<file path="src/rtl/mci_pkg.sv">
// Constants, types and register map for the mode report and idle timer block
package mci_pkg;

    // Clock and timer base
    localparam int CLK_FREQ_HZ = 50_000_000;
    localparam int CYCLES_PER_MS = CLK_FREQ_HZ / 1000;
    localparam int TIMER_UNIT_MS = 5;
    localparam int TIMER_UNIT_CYCLES = TIMER_UNIT_MS * CYCLES_PER_MS;
    localparam int DEFAULT_SLEEP_MS = 20;
    localparam int DEFAULT_SLEEP_UNITS = DEFAULT_SLEEP_MS / TIMER_UNIT_MS;
    localparam int CMD_BUSY_CYCLES = 2;

    // APB register map
    localparam int ADDR_W = 12;
    localparam logic [11:0] OFF_COMMAND = 12'h000;
    localparam logic [11:0] OFF_DRIVE_HEAD = 12'h004;
    localparam logic [11:0] OFF_XFER_COUNT = 12'h008;
    localparam logic [11:0] OFF_STATUS = 12'h00C;
    localparam logic [11:0] OFF_CONFIG = 12'h010;
    localparam logic [11:0] OFF_WORD88 = 12'h014;
    localparam logic [11:0] OFF_WORD160 = 12'h018;
    localparam logic [11:0] OFF_WORD163 = 12'h01C;
    localparam logic [11:0] OFF_WORD164 = 12'h020;

    // Opcodes of the idle command
    localparam logic [7:0] OP_IDLE_A = 8'h97;
    localparam logic [7:0] OP_IDLE_B = 8'hE3;

    // Status register bits
    localparam int ST_BUSY = 0;
    localparam int ST_INTRQ = 1;
    localparam int ST_IDLE = 2;
    localparam int ST_SLEEP = 3;
    localparam int ST_AUTOPD = 4;
    localparam int ST_IDLE_SEEN = 5;

    // Identification word fields
    localparam int W88_SUP_LSB = 0;
    localparam int W88_SEL_LSB = 8;
    localparam int W160_VLD_BIT = 15;
    localparam int W160_NOXP_BIT = 13;
    localparam int W160_XE_BIT = 12;
    localparam int W160_CUR_LSB = 0;
    localparam int W163_PIO_SUP_LSB = 0;
    localparam int W163_MDMA_SUP_LSB = 3;
    localparam int W163_PIO_SEL_LSB = 6;
    localparam int W163_MDMA_SEL_LSB = 9;
    localparam int W164_IO_LSB = 0;
    localparam int W164_MEM_LSB = 3;
    localparam int W164_IO_UDMA_LSB = 6;
    localparam int W164_MEM_UDMA_LSB = 9;
    localparam int W164_SEL_LSB = 12;
    localparam int W164_UDMA_BIT = 15;
    localparam logic [2:0] UDMA_MODE_LIMIT = 3'h6;

    // Mode selection kinds
    typedef enum logic [1:0] {
        MCI_DMA_NONE,
        MCI_DMA_UDMA,
        MCI_DMA_MDMA
    } mci_dma_kind_t;

    // Configuration register layout, bit 9 downward
    typedef struct packed {
        logic [2:0] pio_sel;
        logic [2:0] dma_mode;
        logic [1:0] dma_kind;
        logic l1_dis;
        logic true_ide;
    } mci_cfg_t;

    localparam logic [9:0] CFG_RESET = 10'h001;

    // Power states
    typedef enum logic [1:0] {
        MCI_PM_ACTIVE,
        MCI_PM_BUSY,
        MCI_PM_IDLE,
        MCI_PM_SLEEP
    } mci_pm_state_t;

endpackage

</file>
<file path="src/rtl/mci_mode_idle.sv">
// APB slave reporting transfer-mode words and running the idle power-down timer
//
// The APB slave port and the address map were left to the implementer.
`timescale 1ns/1ps

module mci_mode_idle #(
    parameter int TIMER_UNIT_CYC = mci_pkg::TIMER_UNIT_CYCLES,
    parameter int BUSY_CYC = mci_pkg::CMD_BUSY_CYCLES,
    parameter bit UDMA_SUPPORTED = 1'b1,
    parameter logic [2:0] UDMA_MAX = 3'h4,
    parameter logic [2:0] PIO_ADV_MAX = 3'h2,
    parameter logic [2:0] MDMA_ADV_MAX = 3'h2,
    parameter logic [2:0] PCC_IO_MODE = 3'h0,
    parameter logic [2:0] PCC_MEM_MODE = 3'h0,
    parameter bit PCC_UDMA_SUPPORTED = 1'b0,
    parameter logic [2:0] PCC_IO_UDMA_MAX = 3'h0,
    parameter logic [2:0] PCC_MEM_UDMA_MAX = 3'h0,
    parameter bit POWER_DESC_VALID = 1'b1,
    parameter bit NO_LEVEL1_CMDS = 1'b0,
    parameter logic [11:0] MAX_CURRENT_MA = 12'h064
) (
    // Clock and reset
    input wire logic pclk,
    input wire logic presetn,
    // APB slave
    input wire logic psel,
    input wire logic penable,
    input wire logic pwrite,
    input wire logic [11:0] paddr,
    input wire logic [31:0] pwdata,
    output logic [31:0] prdata,
    output logic pready,
    output logic pslverr,
    // Device status
    output logic busy_flag,
    output logic host_intrq,
    output logic idle_mode,
    output logic sleep_mode
);

    localparam int TW = $clog2(TIMER_UNIT_CYC + 1);
    localparam int BW = $clog2(BUSY_CYC + 1);

    ////////////////////////////////////////////////////////////////////////
    // Helpers

    function automatic logic [2:0] clamp_code(input logic [2:0] code, input logic [2:0] lim);
        clamp_code = (code <= lim) ? code : 3'h0;
    endfunction

    function automatic logic is_idle_op(input logic [7:0] op);
        is_idle_op = (op == mci_pkg::OP_IDLE_A) || (op == mci_pkg::OP_IDLE_B);
    endfunction

    function automatic logic is_mapped(input logic [11:0] a);
        unique case (a)
            mci_pkg::OFF_COMMAND, mci_pkg::OFF_DRIVE_HEAD, mci_pkg::OFF_XFER_COUNT,
            mci_pkg::OFF_STATUS, mci_pkg::OFF_CONFIG, mci_pkg::OFF_WORD88,
            mci_pkg::OFF_WORD160, mci_pkg::OFF_WORD163, mci_pkg::OFF_WORD164:
                is_mapped = 1'b1;
            default:
                is_mapped = 1'b0;
        endcase
    endfunction

    ////////////////////////////////////////////////////////////////////////
    // State

    mci_pkg::mci_cfg_t cfg_q, cfg_d;
    mci_pkg::mci_pm_state_t pm_q, pm_d;
    logic [7:0] drive_head_q, drive_head_d;
    logic [7:0] xfer_cnt_q, xfer_cnt_d;
    logic [7:0] cmd_cnt_q, cmd_cnt_d;
    logic [7:0] units_q, units_d;
    logic [7:0] units_left_q, units_left_d;
    logic [TW-1:0] tick_q, tick_d;
    logic [BW-1:0] busy_cnt_q, busy_cnt_d;
    logic intrq_q, intrq_d;
    logic autopd_q, autopd_d;
    logic idle_seen_q, idle_seen_d;
    logic [31:0] prdata_q, prdata_d;

    logic setup_ph, acc_wr, acc_rd, cmd_go;
    logic [15:0] word88, word160, word163, word164;
    logic [31:0] status_word;
    mci_pkg::mci_dma_kind_t kind;
    logic [6:0] udma_sup;

    assign setup_ph = psel && !penable;
    assign acc_wr = psel && penable && pwrite;
    assign acc_rd = psel && penable && !pwrite;
    assign kind = (cfg_q.dma_kind == mci_pkg::MCI_DMA_UDMA) ? mci_pkg::MCI_DMA_UDMA :
                  (cfg_q.dma_kind == mci_pkg::MCI_DMA_MDMA) ? mci_pkg::MCI_DMA_MDMA :
                  mci_pkg::MCI_DMA_NONE;

    ////////////////////////////////////////////////////////////////////////
    // Identification words

    always_comb begin
        for (int i = 0; i < 7; i++) begin
            udma_sup[i] = (3'(i) <= UDMA_MAX);
        end
        word88 = 16'h0000;
        if (cfg_q.true_ide && UDMA_SUPPORTED) begin
            word88[mci_pkg::W88_SUP_LSB +: 7] = udma_sup;
            if (kind == mci_pkg::MCI_DMA_UDMA && cfg_q.dma_mode <= UDMA_MAX) begin
                word88[mci_pkg::W88_SEL_LSB + int'(cfg_q.dma_mode)] = 1'b1;
            end
        end

        word160 = 16'h0000;
        word160[mci_pkg::W160_VLD_BIT] = POWER_DESC_VALID;
        word160[mci_pkg::W160_NOXP_BIT] = NO_LEVEL1_CMDS;
        word160[mci_pkg::W160_XE_BIT] = NO_LEVEL1_CMDS || cfg_q.l1_dis;
        word160[mci_pkg::W160_CUR_LSB +: 12] = MAX_CURRENT_MA;

        word163 = 16'h0000;
        word163[mci_pkg::W163_PIO_SUP_LSB +: 3] = PIO_ADV_MAX;
        word163[mci_pkg::W163_MDMA_SUP_LSB +: 3] = MDMA_ADV_MAX;
        word163[mci_pkg::W163_PIO_SEL_LSB +: 3] = clamp_code(cfg_q.pio_sel, PIO_ADV_MAX);
        if (kind == mci_pkg::MCI_DMA_MDMA) begin
            word163[mci_pkg::W163_MDMA_SEL_LSB +: 3] = clamp_code(cfg_q.dma_mode,
                                                                  MDMA_ADV_MAX);
        end

        word164 = 16'h0000;
        word164[mci_pkg::W164_IO_LSB +: 3] = PCC_IO_MODE;
        word164[mci_pkg::W164_MEM_LSB +: 3] = PCC_MEM_MODE;
        word164[mci_pkg::W164_UDMA_BIT] = PCC_UDMA_SUPPORTED;
        if (PCC_UDMA_SUPPORTED) begin
            word164[mci_pkg::W164_IO_UDMA_LSB +: 3] = PCC_IO_UDMA_MAX;
            word164[mci_pkg::W164_MEM_UDMA_LSB +: 3] = PCC_MEM_UDMA_MAX;
            if (kind == mci_pkg::MCI_DMA_UDMA) begin
                word164[mci_pkg::W164_SEL_LSB +: 3] = clamp_code(cfg_q.dma_mode,
                                                                 mci_pkg::UDMA_MODE_LIMIT);
            end
        end

    end

    ////////////////////////////////////////////////////////////////////////
    // Status word

    always_comb begin
        status_word = 32'h0000_0000;
        status_word[mci_pkg::ST_BUSY] = (pm_q == mci_pkg::MCI_PM_BUSY);
        status_word[mci_pkg::ST_INTRQ] = intrq_q;
        status_word[mci_pkg::ST_IDLE] = (pm_q == mci_pkg::MCI_PM_IDLE);
        status_word[mci_pkg::ST_SLEEP] = (pm_q == mci_pkg::MCI_PM_SLEEP);
        status_word[mci_pkg::ST_AUTOPD] = autopd_q;
        status_word[mci_pkg::ST_IDLE_SEEN] = idle_seen_q;
    end

    ////////////////////////////////////////////////////////////////////////
    // Register file next state

    always_comb begin
        cfg_d = cfg_q;
        drive_head_d = drive_head_q;
        xfer_cnt_d = xfer_cnt_q;
        prdata_d = prdata_q;

        // Read data captured in the setup phase
        if (setup_ph && !pwrite) begin
            unique case (paddr)
                mci_pkg::OFF_DRIVE_HEAD: prdata_d = {24'h00_0000, drive_head_q};
                mci_pkg::OFF_XFER_COUNT: prdata_d = {24'h00_0000, xfer_cnt_q};
                mci_pkg::OFF_STATUS: prdata_d = status_word;
                mci_pkg::OFF_CONFIG: prdata_d = {22'h00_0000, cfg_q};
                mci_pkg::OFF_WORD88: prdata_d = {16'h0000, word88};
                mci_pkg::OFF_WORD160: prdata_d = {16'h0000, word160};
                mci_pkg::OFF_WORD163: prdata_d = {16'h0000, word163};
                mci_pkg::OFF_WORD164: prdata_d = {16'h0000, word164};
                default: prdata_d = 32'h0000_0000;
            endcase
        end

        // Register writes, task file locked while busy
        if (acc_wr && pm_q != mci_pkg::MCI_PM_BUSY) begin
            unique case (paddr)
                mci_pkg::OFF_DRIVE_HEAD: drive_head_d = pwdata[7:0];
                mci_pkg::OFF_XFER_COUNT: xfer_cnt_d = pwdata[7:0];
                mci_pkg::OFF_CONFIG: cfg_d = pwdata[9:0];
                default: ;
            endcase
        end
    end

    ////////////////////////////////////////////////////////////////////////
    // Command and power next state

    assign cmd_go = acc_wr && (pm_q != mci_pkg::MCI_PM_BUSY) &&
                    (paddr == mci_pkg::OFF_COMMAND) && is_idle_op(pwdata[7:0]);

    always_comb begin
        pm_d = pm_q;
        cmd_cnt_d = cmd_cnt_q;
        units_d = units_q;
        units_left_d = units_left_q;
        tick_d = tick_q;
        busy_cnt_d = busy_cnt_q;
        intrq_d = intrq_q;
        autopd_d = autopd_q;
        idle_seen_d = idle_seen_q;

        // Status read acknowledges the interrupt
        if (acc_rd && paddr == mci_pkg::OFF_STATUS) begin
            intrq_d = 1'b0;
        end

        // Power state and timer
        unique case (pm_q)
            mci_pkg::MCI_PM_BUSY: begin
                tick_d = '0;
                if (busy_cnt_q == '0) begin
                    pm_d = mci_pkg::MCI_PM_IDLE;
                    intrq_d = 1'b1;
                    idle_seen_d = 1'b1;
                    if (cmd_cnt_q != 8'h00) begin
                        autopd_d = 1'b1;
                        units_d = cmd_cnt_q;
                        units_left_d = cmd_cnt_q;
                    end else begin
                        autopd_d = 1'b0;
                    end
                end else begin
                    busy_cnt_d = busy_cnt_q - BW'(1);
                end
            end
            mci_pkg::MCI_PM_SLEEP: begin
                tick_d = '0;
                if (setup_ph) begin
                    pm_d = mci_pkg::MCI_PM_ACTIVE;
                    units_left_d = units_q;
                end
            end
            mci_pkg::MCI_PM_ACTIVE, mci_pkg::MCI_PM_IDLE: begin
                if (setup_ph || !autopd_q) begin
                    tick_d = '0;
                    units_left_d = units_q;
                end else if (tick_q == TW'(TIMER_UNIT_CYC - 1)) begin
                    tick_d = '0;
                    if (units_left_q <= 8'h01) begin
                        pm_d = mci_pkg::MCI_PM_SLEEP;
                    end else begin
                        units_left_d = units_left_q - 8'h01;
                    end
                end else begin
                    tick_d = tick_q + TW'(1);
                end
            end
        endcase

        // Idle opcode accepted, wins over a same-cycle timer expiry
        if (cmd_go) begin
            pm_d = mci_pkg::MCI_PM_BUSY;
            cmd_cnt_d = xfer_cnt_q;
            busy_cnt_d = BW'(BUSY_CYC - 1);
        end
    end

    ////////////////////////////////////////////////////////////////////////
    // Registers

    always_ff @(posedge pclk or negedge presetn) begin
        if (!presetn) begin
            cfg_q <= mci_pkg::CFG_RESET;
            drive_head_q <= 8'h00;
            xfer_cnt_q <= 8'h00;
            prdata_q <= 32'h0000_0000;
        end else begin
            cfg_q <= cfg_d;
            drive_head_q <= drive_head_d;
            xfer_cnt_q <= xfer_cnt_d;
            prdata_q <= prdata_d;
        end
    end

    always_ff @(posedge pclk or negedge presetn) begin
        if (!presetn) begin
            pm_q <= mci_pkg::MCI_PM_ACTIVE;
            cmd_cnt_q <= 8'h00;
            units_q <= 8'(mci_pkg::DEFAULT_SLEEP_UNITS);
            units_left_q <= 8'(mci_pkg::DEFAULT_SLEEP_UNITS);
            tick_q <= '0;
            busy_cnt_q <= '0;
            intrq_q <= 1'b0;
            autopd_q <= 1'b1;
            idle_seen_q <= 1'b0;
        end else begin
            pm_q <= pm_d;
            cmd_cnt_q <= cmd_cnt_d;
            units_q <= units_d;
            units_left_q <= units_left_d;
            tick_q <= tick_d;
            busy_cnt_q <= busy_cnt_d;
            intrq_q <= intrq_d;
            autopd_q <= autopd_d;
            idle_seen_q <= idle_seen_d;
        end
    end

    ////////////////////////////////////////////////////////////////////////
    // Outputs

    assign prdata = prdata_q;
    assign pready = 1'b1;
    assign pslverr = psel && penable && !is_mapped(paddr);
    assign busy_flag = (pm_q == mci_pkg::MCI_PM_BUSY);
    assign host_intrq = intrq_q;
    assign idle_mode = (pm_q == mci_pkg::MCI_PM_IDLE);
    assign sleep_mode = (pm_q == mci_pkg::MCI_PM_SLEEP);

endmodule

</file>
<file path="config.mk">
export PLATFORM = sky130hd
export DESIGN_NAME = mci_mode_idle
export DESIGN_NICKNAME = d
export VERILOG_FILES = /design/src/rtl/mci_pkg.sv /design/src/rtl/mci_mode_idle.sv
export SDC_FILE = /design/constraint.sdc
export NUM_CORES = 1
export LEC_CHECK = 0
export BUFFER_PORTS_ARGS = -buffer_cell sky130_fd_sc_hd__buf_2
export CORE_UTILIZATION = 30
export DETAILED_ROUTE_END_ITERATION = 6
export GPL_TIMING_DRIVEN = 0
export PLACE_DENSITY = 0.52
export SYNTH_ARGS = -nofsm -noshare
export SYNTH_HDL_FRONTEND = slang
export SYNTH_SLANG_ARGS = --single-unit
</file>
<file path="constraint.sdc">
create_clock -name pclk -period 2.27 [get_ports pclk]
set_clock_uncertainty 0.05 [all_clocks]
set_input_delay 0 -clock pclk [delete_from_list [all_inputs] [get_ports pclk]]
set_output_delay 0 -clock pclk [all_outputs]
set_load 0.02 [all_outputs]
</file>
======== Word-level counts from Yosys, hierarchy flattened ========
Cells that the tools add are included.
Widths: inputs -> output; s select.
operators by class
  add/subtract/negate cells ............... 4
  multipliers ............................. 0
  divide/modulo/power cells ............... 0
  $lt $le $gt $ge ......................... 6
  equal/unequal tests ..................... 30
  shift-type cells ........................ 0
  multiplexer cells ....................... 35
  bitwise logic cells ..................... 0
  reductions and logical operators ........ 34
operator list
  operator               number
  $pmux 16 s7            1
  $eq 12x5->1 const B    4
  $mux 8                 6
  $mux 18                2
  $pmux 18 s2            1
  $mux 16                2
  $eq 12x4->1 const B    2
  $pmux 8 s3             1
  $mux 2                 11
  $add 18x1->18 const B  1
  $eq 18x18->1 const B   1
  $eq 8x8->1 const B     2
  $ne 3x3->1 const B     5
  $eq 12x3->1 const B    1
  $eq 12x6->1 const B    1
  $logic_and 1x1->1      12
  $logic_not 12->1       1
  $reduce_and 2->1       5
  $reduce_and 5->1       2
  $mux 3                 3
  $reduce_or 9->1        1
  $eq 2x2->1 const B     4
  $le 8x1->1 const B     1
  $ne 2x1->1 const B     4
  other kinds (20)       35
word-level totals
  register bits after elaboration ......... 107
  latch bits .............................. 0
  bits in writable memories ............... 0
  bits in read-only memories .............. 0
  input bits .............................. 49
  output and inout port bits .............. 38
  logic and storage cells ................. 126
  memories kept ........................... 0

======== Depth between registers and ports, before layout ========
  depth after elaboration ................. 8
  mapped depth ............................ 8
  mapped depth without buffers ............ 7

======== Least setup slack after synthesis ========
No wires, ideal clock.
  path kind ............................... reg2reg
  from .................................... register tick_q[0]
  to ...................................... register units_left_q[0]
  library setup time ...................... 0.125 ns
  data arrival time ....................... 1.790 ns
  data required time ...................... 2.095 ns
  slack ................................... 0.305 ns
  stages on the path, launching flop included .. 8
  path buffers ............................ 1
  period minus slack after synthesis ...... 1.965 ns
  path through ............................ dfrtp_1 ha_1 and3_1 nand3_1 o21bai_4 o2111a_1 buf_4 mux2_2
between the ends
  longest elaborated chain between the ends .. 3
RTL lines
  what                               RTL line              source
  start: declaration                 mci_mode_idle.sv:76   logic [TW-1:0] tick_q, tick_d;
  start signal: assignment           mci_mode_idle.sv:295  tick_q <= tick_d;
  $eq 18x18->1                       mci_mode_idle.sv:241  end else if (tick_q == TW'(TIMER_UNIT_CYC - 1)) begin
  $ne 3x3->1 (no source line)        -
  $reduce_and 5->1 (no source line)  -
  end signal: assignment             mci_mode_idle.sv:284  units_left_q <= 8'(mci_pkg::DEFAULT_SLEEP_UNITS);
  end signal: assignment             mci_mode_idle.sv:294  units_left_q <= units_left_d;
  end: declaration                   mci_mode_idle.sv:75   logic [7:0] units_left_q, units_left_d;
No other way between the ends.
A chain may end at the register's enable or synchronous reset.

======== Final worst setup path ========
Same ends and word-level chain as after synthesis.

==> out/qor.yml <==
route:
  drt-initial-drc-count: 193
  dr.pass1.iters: 5
  wl_per_cell_um: 15.59
  wl_met3_um: 584
  drt-met1-wl_mm: 5.883
  ant_nets: 0
  routed-wl-met2_mm: 5.325
  viasPerCell: 4.931
  top_layer: "met4"
  vias: 3807
  drc: 0
  wl_mm: 12.03
die:
  die_height_um: 129.4
  die_x_um: 129.4
  pin_count: 87
  start_util_pct: 30.63
  core_region_area_um2: 15890
  rows: 46
  fp.dieArea_um2: 16730
synth:
  yosysWarnings: 0
  synth_edf_count: 0
  synth_area_um2: 4866
  avgSynthCellArea_um2: 10.51
  syn_inst: 463
  async_flop_share_pct: 100.0
  synth_flop_cell: "dfrtp_1"
  ys_seq_elements: 91
  synth_cell_types: 67
  yosysSeqAreaShare_pct: 46.90
power:
  seqPwrFrac_pct: 48.5
  power_density_nw_per_um2: 566.1
  p_switching_mw: 0.7868
  leakage_nw: 2.664
  pwr-share-clk_pct: 45.4
  ir_drop_uv: 357.0
  swShare_pct: 23.53
  combPwrFrac_pct: 6.1
  power.internal_mw: 2.558
finish:
  layout_common_cells: "dfrtp_1, mux2_2, buf_2"
  synthToLayoutAreaGrowth_pct: 21.42
  layout_commonest_cell: "dfrtp_1"
  layout-drive-gt1-share_pct: 27.88
  post-route-cell-area_um2: 5908
  fin_nets: 604
  n_antenna_cell: 0
sta:
  period_minus_slack_ns: 2.099
  max-slew-margin-rel_pct: 59.78
  setup_viol: 0
  worstMarginPinSlew_ns: 0.6020
  hold_viol: 0
  clock.fmax_mhz: 476.4
  period_share_pct: 92.47
  final.setup.tns_ns: 0
  finalMaxSlewViolations: 0
  rsz0062_at_grt: "no"
setup_path:
  arrival_ns: 2.28
  cp.required_ns: 2.45
  path_max_fanout: 8
  crit_type: "flip-flop to flip-flop"
  cp_slowest_cell: "dfrtp_1"
  cp_slowest_stage_delay_ns: 0.39
  path_cells: "ha_1 -> and3_1 -> nand3_1 -> o21bai_4 -> o2111a_1 -> buf_4 -> mux2_2"
  end_kind: "flip-flop"
  cp-start-kind: "flip-flop"
clock_tree:
  cts_sinks: 91
  cts_max_level: 3
  cts.path.max_buffers: 2
  clk_pin_slew_worst_paths_ns: 0.07
  clock_latency_ns: 0.35
  cts-buffers-inserted: 9
  cts_tree: "yes"
  cts_root_buf: "clkbuf_16"
  post_cts_resize_count: 0
global_routing:
  grt_pass1_wl_mm: 20.05
  grt_pass1_vias: 3786
  grt-ovfl-total: 0
  grt_max_degree: 68
  grt_use_total_pct: 15.56
  antenna_found_initial: 0
run:
  cap_viol_max_count: 0
placement:
  dpl_cell_area_um2: 5443
  io_buffer_count: 44
  place_congestion: 0.8811
  dpl.hpwl_mm: 9.043
hold_path:
  hold_class: "primary input to async pin"
status:
  status: "finished, final reports clean"
## per-layer routing
| metal | vias up | global-route usage, % |
|---|---|---|
| met5 | - | 0 |
| met4 | 0 | 6.851 |
| met3 | 15 | 2.436 |
| met2 | 104 | 23.88 |
| met1 | 1854 | 21.67 |
| li1 | 1834 | - |
## layout make-up
type,instances,area [um^2]
Buffer,33,206.4
Tap cell,216,270.3
Timing Repair Buffer,62,415.4
Multi-Input combinational cell,340,2381
Clock buffer,9,225.2
Inverter,14,52.55
Clock inverter,7,75.07
Sequential cell,91,2282
Fill cell,1583,9977
## flip-flops by register name, indices dropped and copies added (netlist names)
signal / cells
units_left_q: 8
busy_cnt_q: 2
autopd_q: 1
pm_q: 2
cmd_cnt_q: 8
host_intrq: 1
xfer_cnt_q: 8
drive_head_q: 8
units_q: 8
tick_q: 18
prdata: 16
idle_seen_q: 1
cfg_q: 10
## path summary, 6_finish.rpt
kind / start / to / slack, ns / cells past startpoint
max in group asynchronous: presetn / units_left_q[2]$_DFFE_PN1P_ / 1.43 / 3
max reg2reg: tick_q[0]$_DFF_PN0_ / units_left_q[0]$_DFFE_PN0P_ / 0.17 / 7
min in group pclk: paddr[8] / prdata[15]$_DFFE_PN0P_ / 0.06 / 4
min reg2reg: prdata[7]$_DFFE_PN0P_ / prdata[7]$_DFFE_PN0P_ / 0.43 / 2
min: presetn / drive_head_q[6]$_DFFE_PN0P_ / 0.05 / 2
max: tick_q[0]$_DFF_PN0_ / units_left_q[0]$_DFFE_PN0P_ / 0.17 / 7
## cell usage after synthesis (2+ instances only)
| master | number | area share (%) |
|---|---|---|
| nand4_1 | 7 | 0.90 |
| o21ai_0 | 25 | 2.6 |
| o31ai_1 | 3 | 0.46 |
| buf_2 | 3 | 0.31 |
| a211oi_1 | 5 | 0.77 |
| a22oi_1 | 6 | 0.93 |
| a22o_1 | 4 | 0.72 |
| nand4b_1 | 2 | 0.36 |
| nor4bb_1 | 3 | 0.62 |
| a32oi_1 | 2 | 0.36 |
| nand2b_1 | 6 | 0.77 |
| a21o_1 | 3 | 0.46 |
| mux2i_1 | 8 | 1.6 |
| nor3_1 | 10 | 1.0 |
| nand3_1 | 19 | 2.0 |
| nand3b_1 | 2 | 0.31 |
| a21oi_1 | 9 | 0.93 |
| mux2_2 | 54 | 12 |
| nor3b_1 | 3 | 0.46 |
| xnor2_1 | 10 | 1.8 |
| xor2_1 | 11 | 2.0 |
| clkbuf_1 | 9 | 0.69 |
| a221oi_1 | 2 | 0.36 |
| nor2b_1 | 6 | 0.77 |
| o211ai_1 | 2 | 0.31 |
| nor4_1 | 9 | 1.2 |
| nor2_1 | 38 | 2.9 |
| a31oi_1 | 2 | 0.26 |
| dfstp_2 | 4 | 2.2 |
| dfrtp_1 | 87 | 45 |
| ha_1 | 4 | 1.0 |
| conb_1 | 2 | 0.15 |
| and3_1 | 3 | 0.39 |
| or2_2 | 2 | 0.26 |
| nand2_1 | 32 | 2.5 |
| and2_1 | 3 | 0.39 |
| buf_4 | 19 | 2.9 |
| o41ai_1 | 2 | 0.36 |
| inv_1 | 14 | 1.1 |
## cell families (layout without fill, tap and decap cells)
family | after synthesis | in the layout | share of synthesized area, %
other | 2 | 17 | 0.1543
xor gates and xnor gates | 21 | 21 | 3.780
DFF | 91 | 91 | 46.90
AOI/OAI and AO/OA | 77 | 77 | 10.85
buffers and inverters | 47 | 125 | 5.323
and+or+nand+nor | 159 | 159 | 17.82
muxes | 62 | 62 | 14.14
adders and majority gates | 4 | 4 | 1.029
## through the flow
step           std cells  total power [mW]  hold WS, ns  setup WS (ns)  utilization (%)
6_report             772             3.345      0.05329         0.1709            37.19
5_1_grt              772             3.472      0.08929       0.005660            37.19
4_1_cts              770             3.388      0.04157       0.009358            37.10
3_5_place_dp         739             1.838      -0.1073        0.03213            34.26
3_3_place_gp         738             1.831       0.1839        0.05611            34.07
2_1_floorplan        478             1.748      -0.3456         0.3050                -
## worst max-delay path, delay by kind of cell, from the launching register on
kind                     cells  cell delay (ns)
flip-flops                   1             0.39
AND/OR/NAND/NOR              2             0.43
adder cells (fa/ha/maj)      1             0.22
multiplexers                 1             0.34
AO/OA/AOI/OAI                2             0.39
buffers and inverters        1             0.17
## power by group through the flow
stage          Combinational (mW)  Sequential (mW)  Clock [mW]
3_3_place_gp                0.178             1.65           0
3_5_place_dp                0.185             1.65           0
2_1_floorplan              0.0942             1.65           0
6_report                    0.203             1.62        1.52
5_1_grt                     0.225             1.62        1.63
4_1_cts                     0.205             1.62        1.56
## timing repair
item,CTS,global route
setup endpoints to repair,0,7
buffers inserted,0,2
hold endpoints to repair,117,0
hold buffers,15,0
No activity file was read; power rests on OpenSTA's default activity.
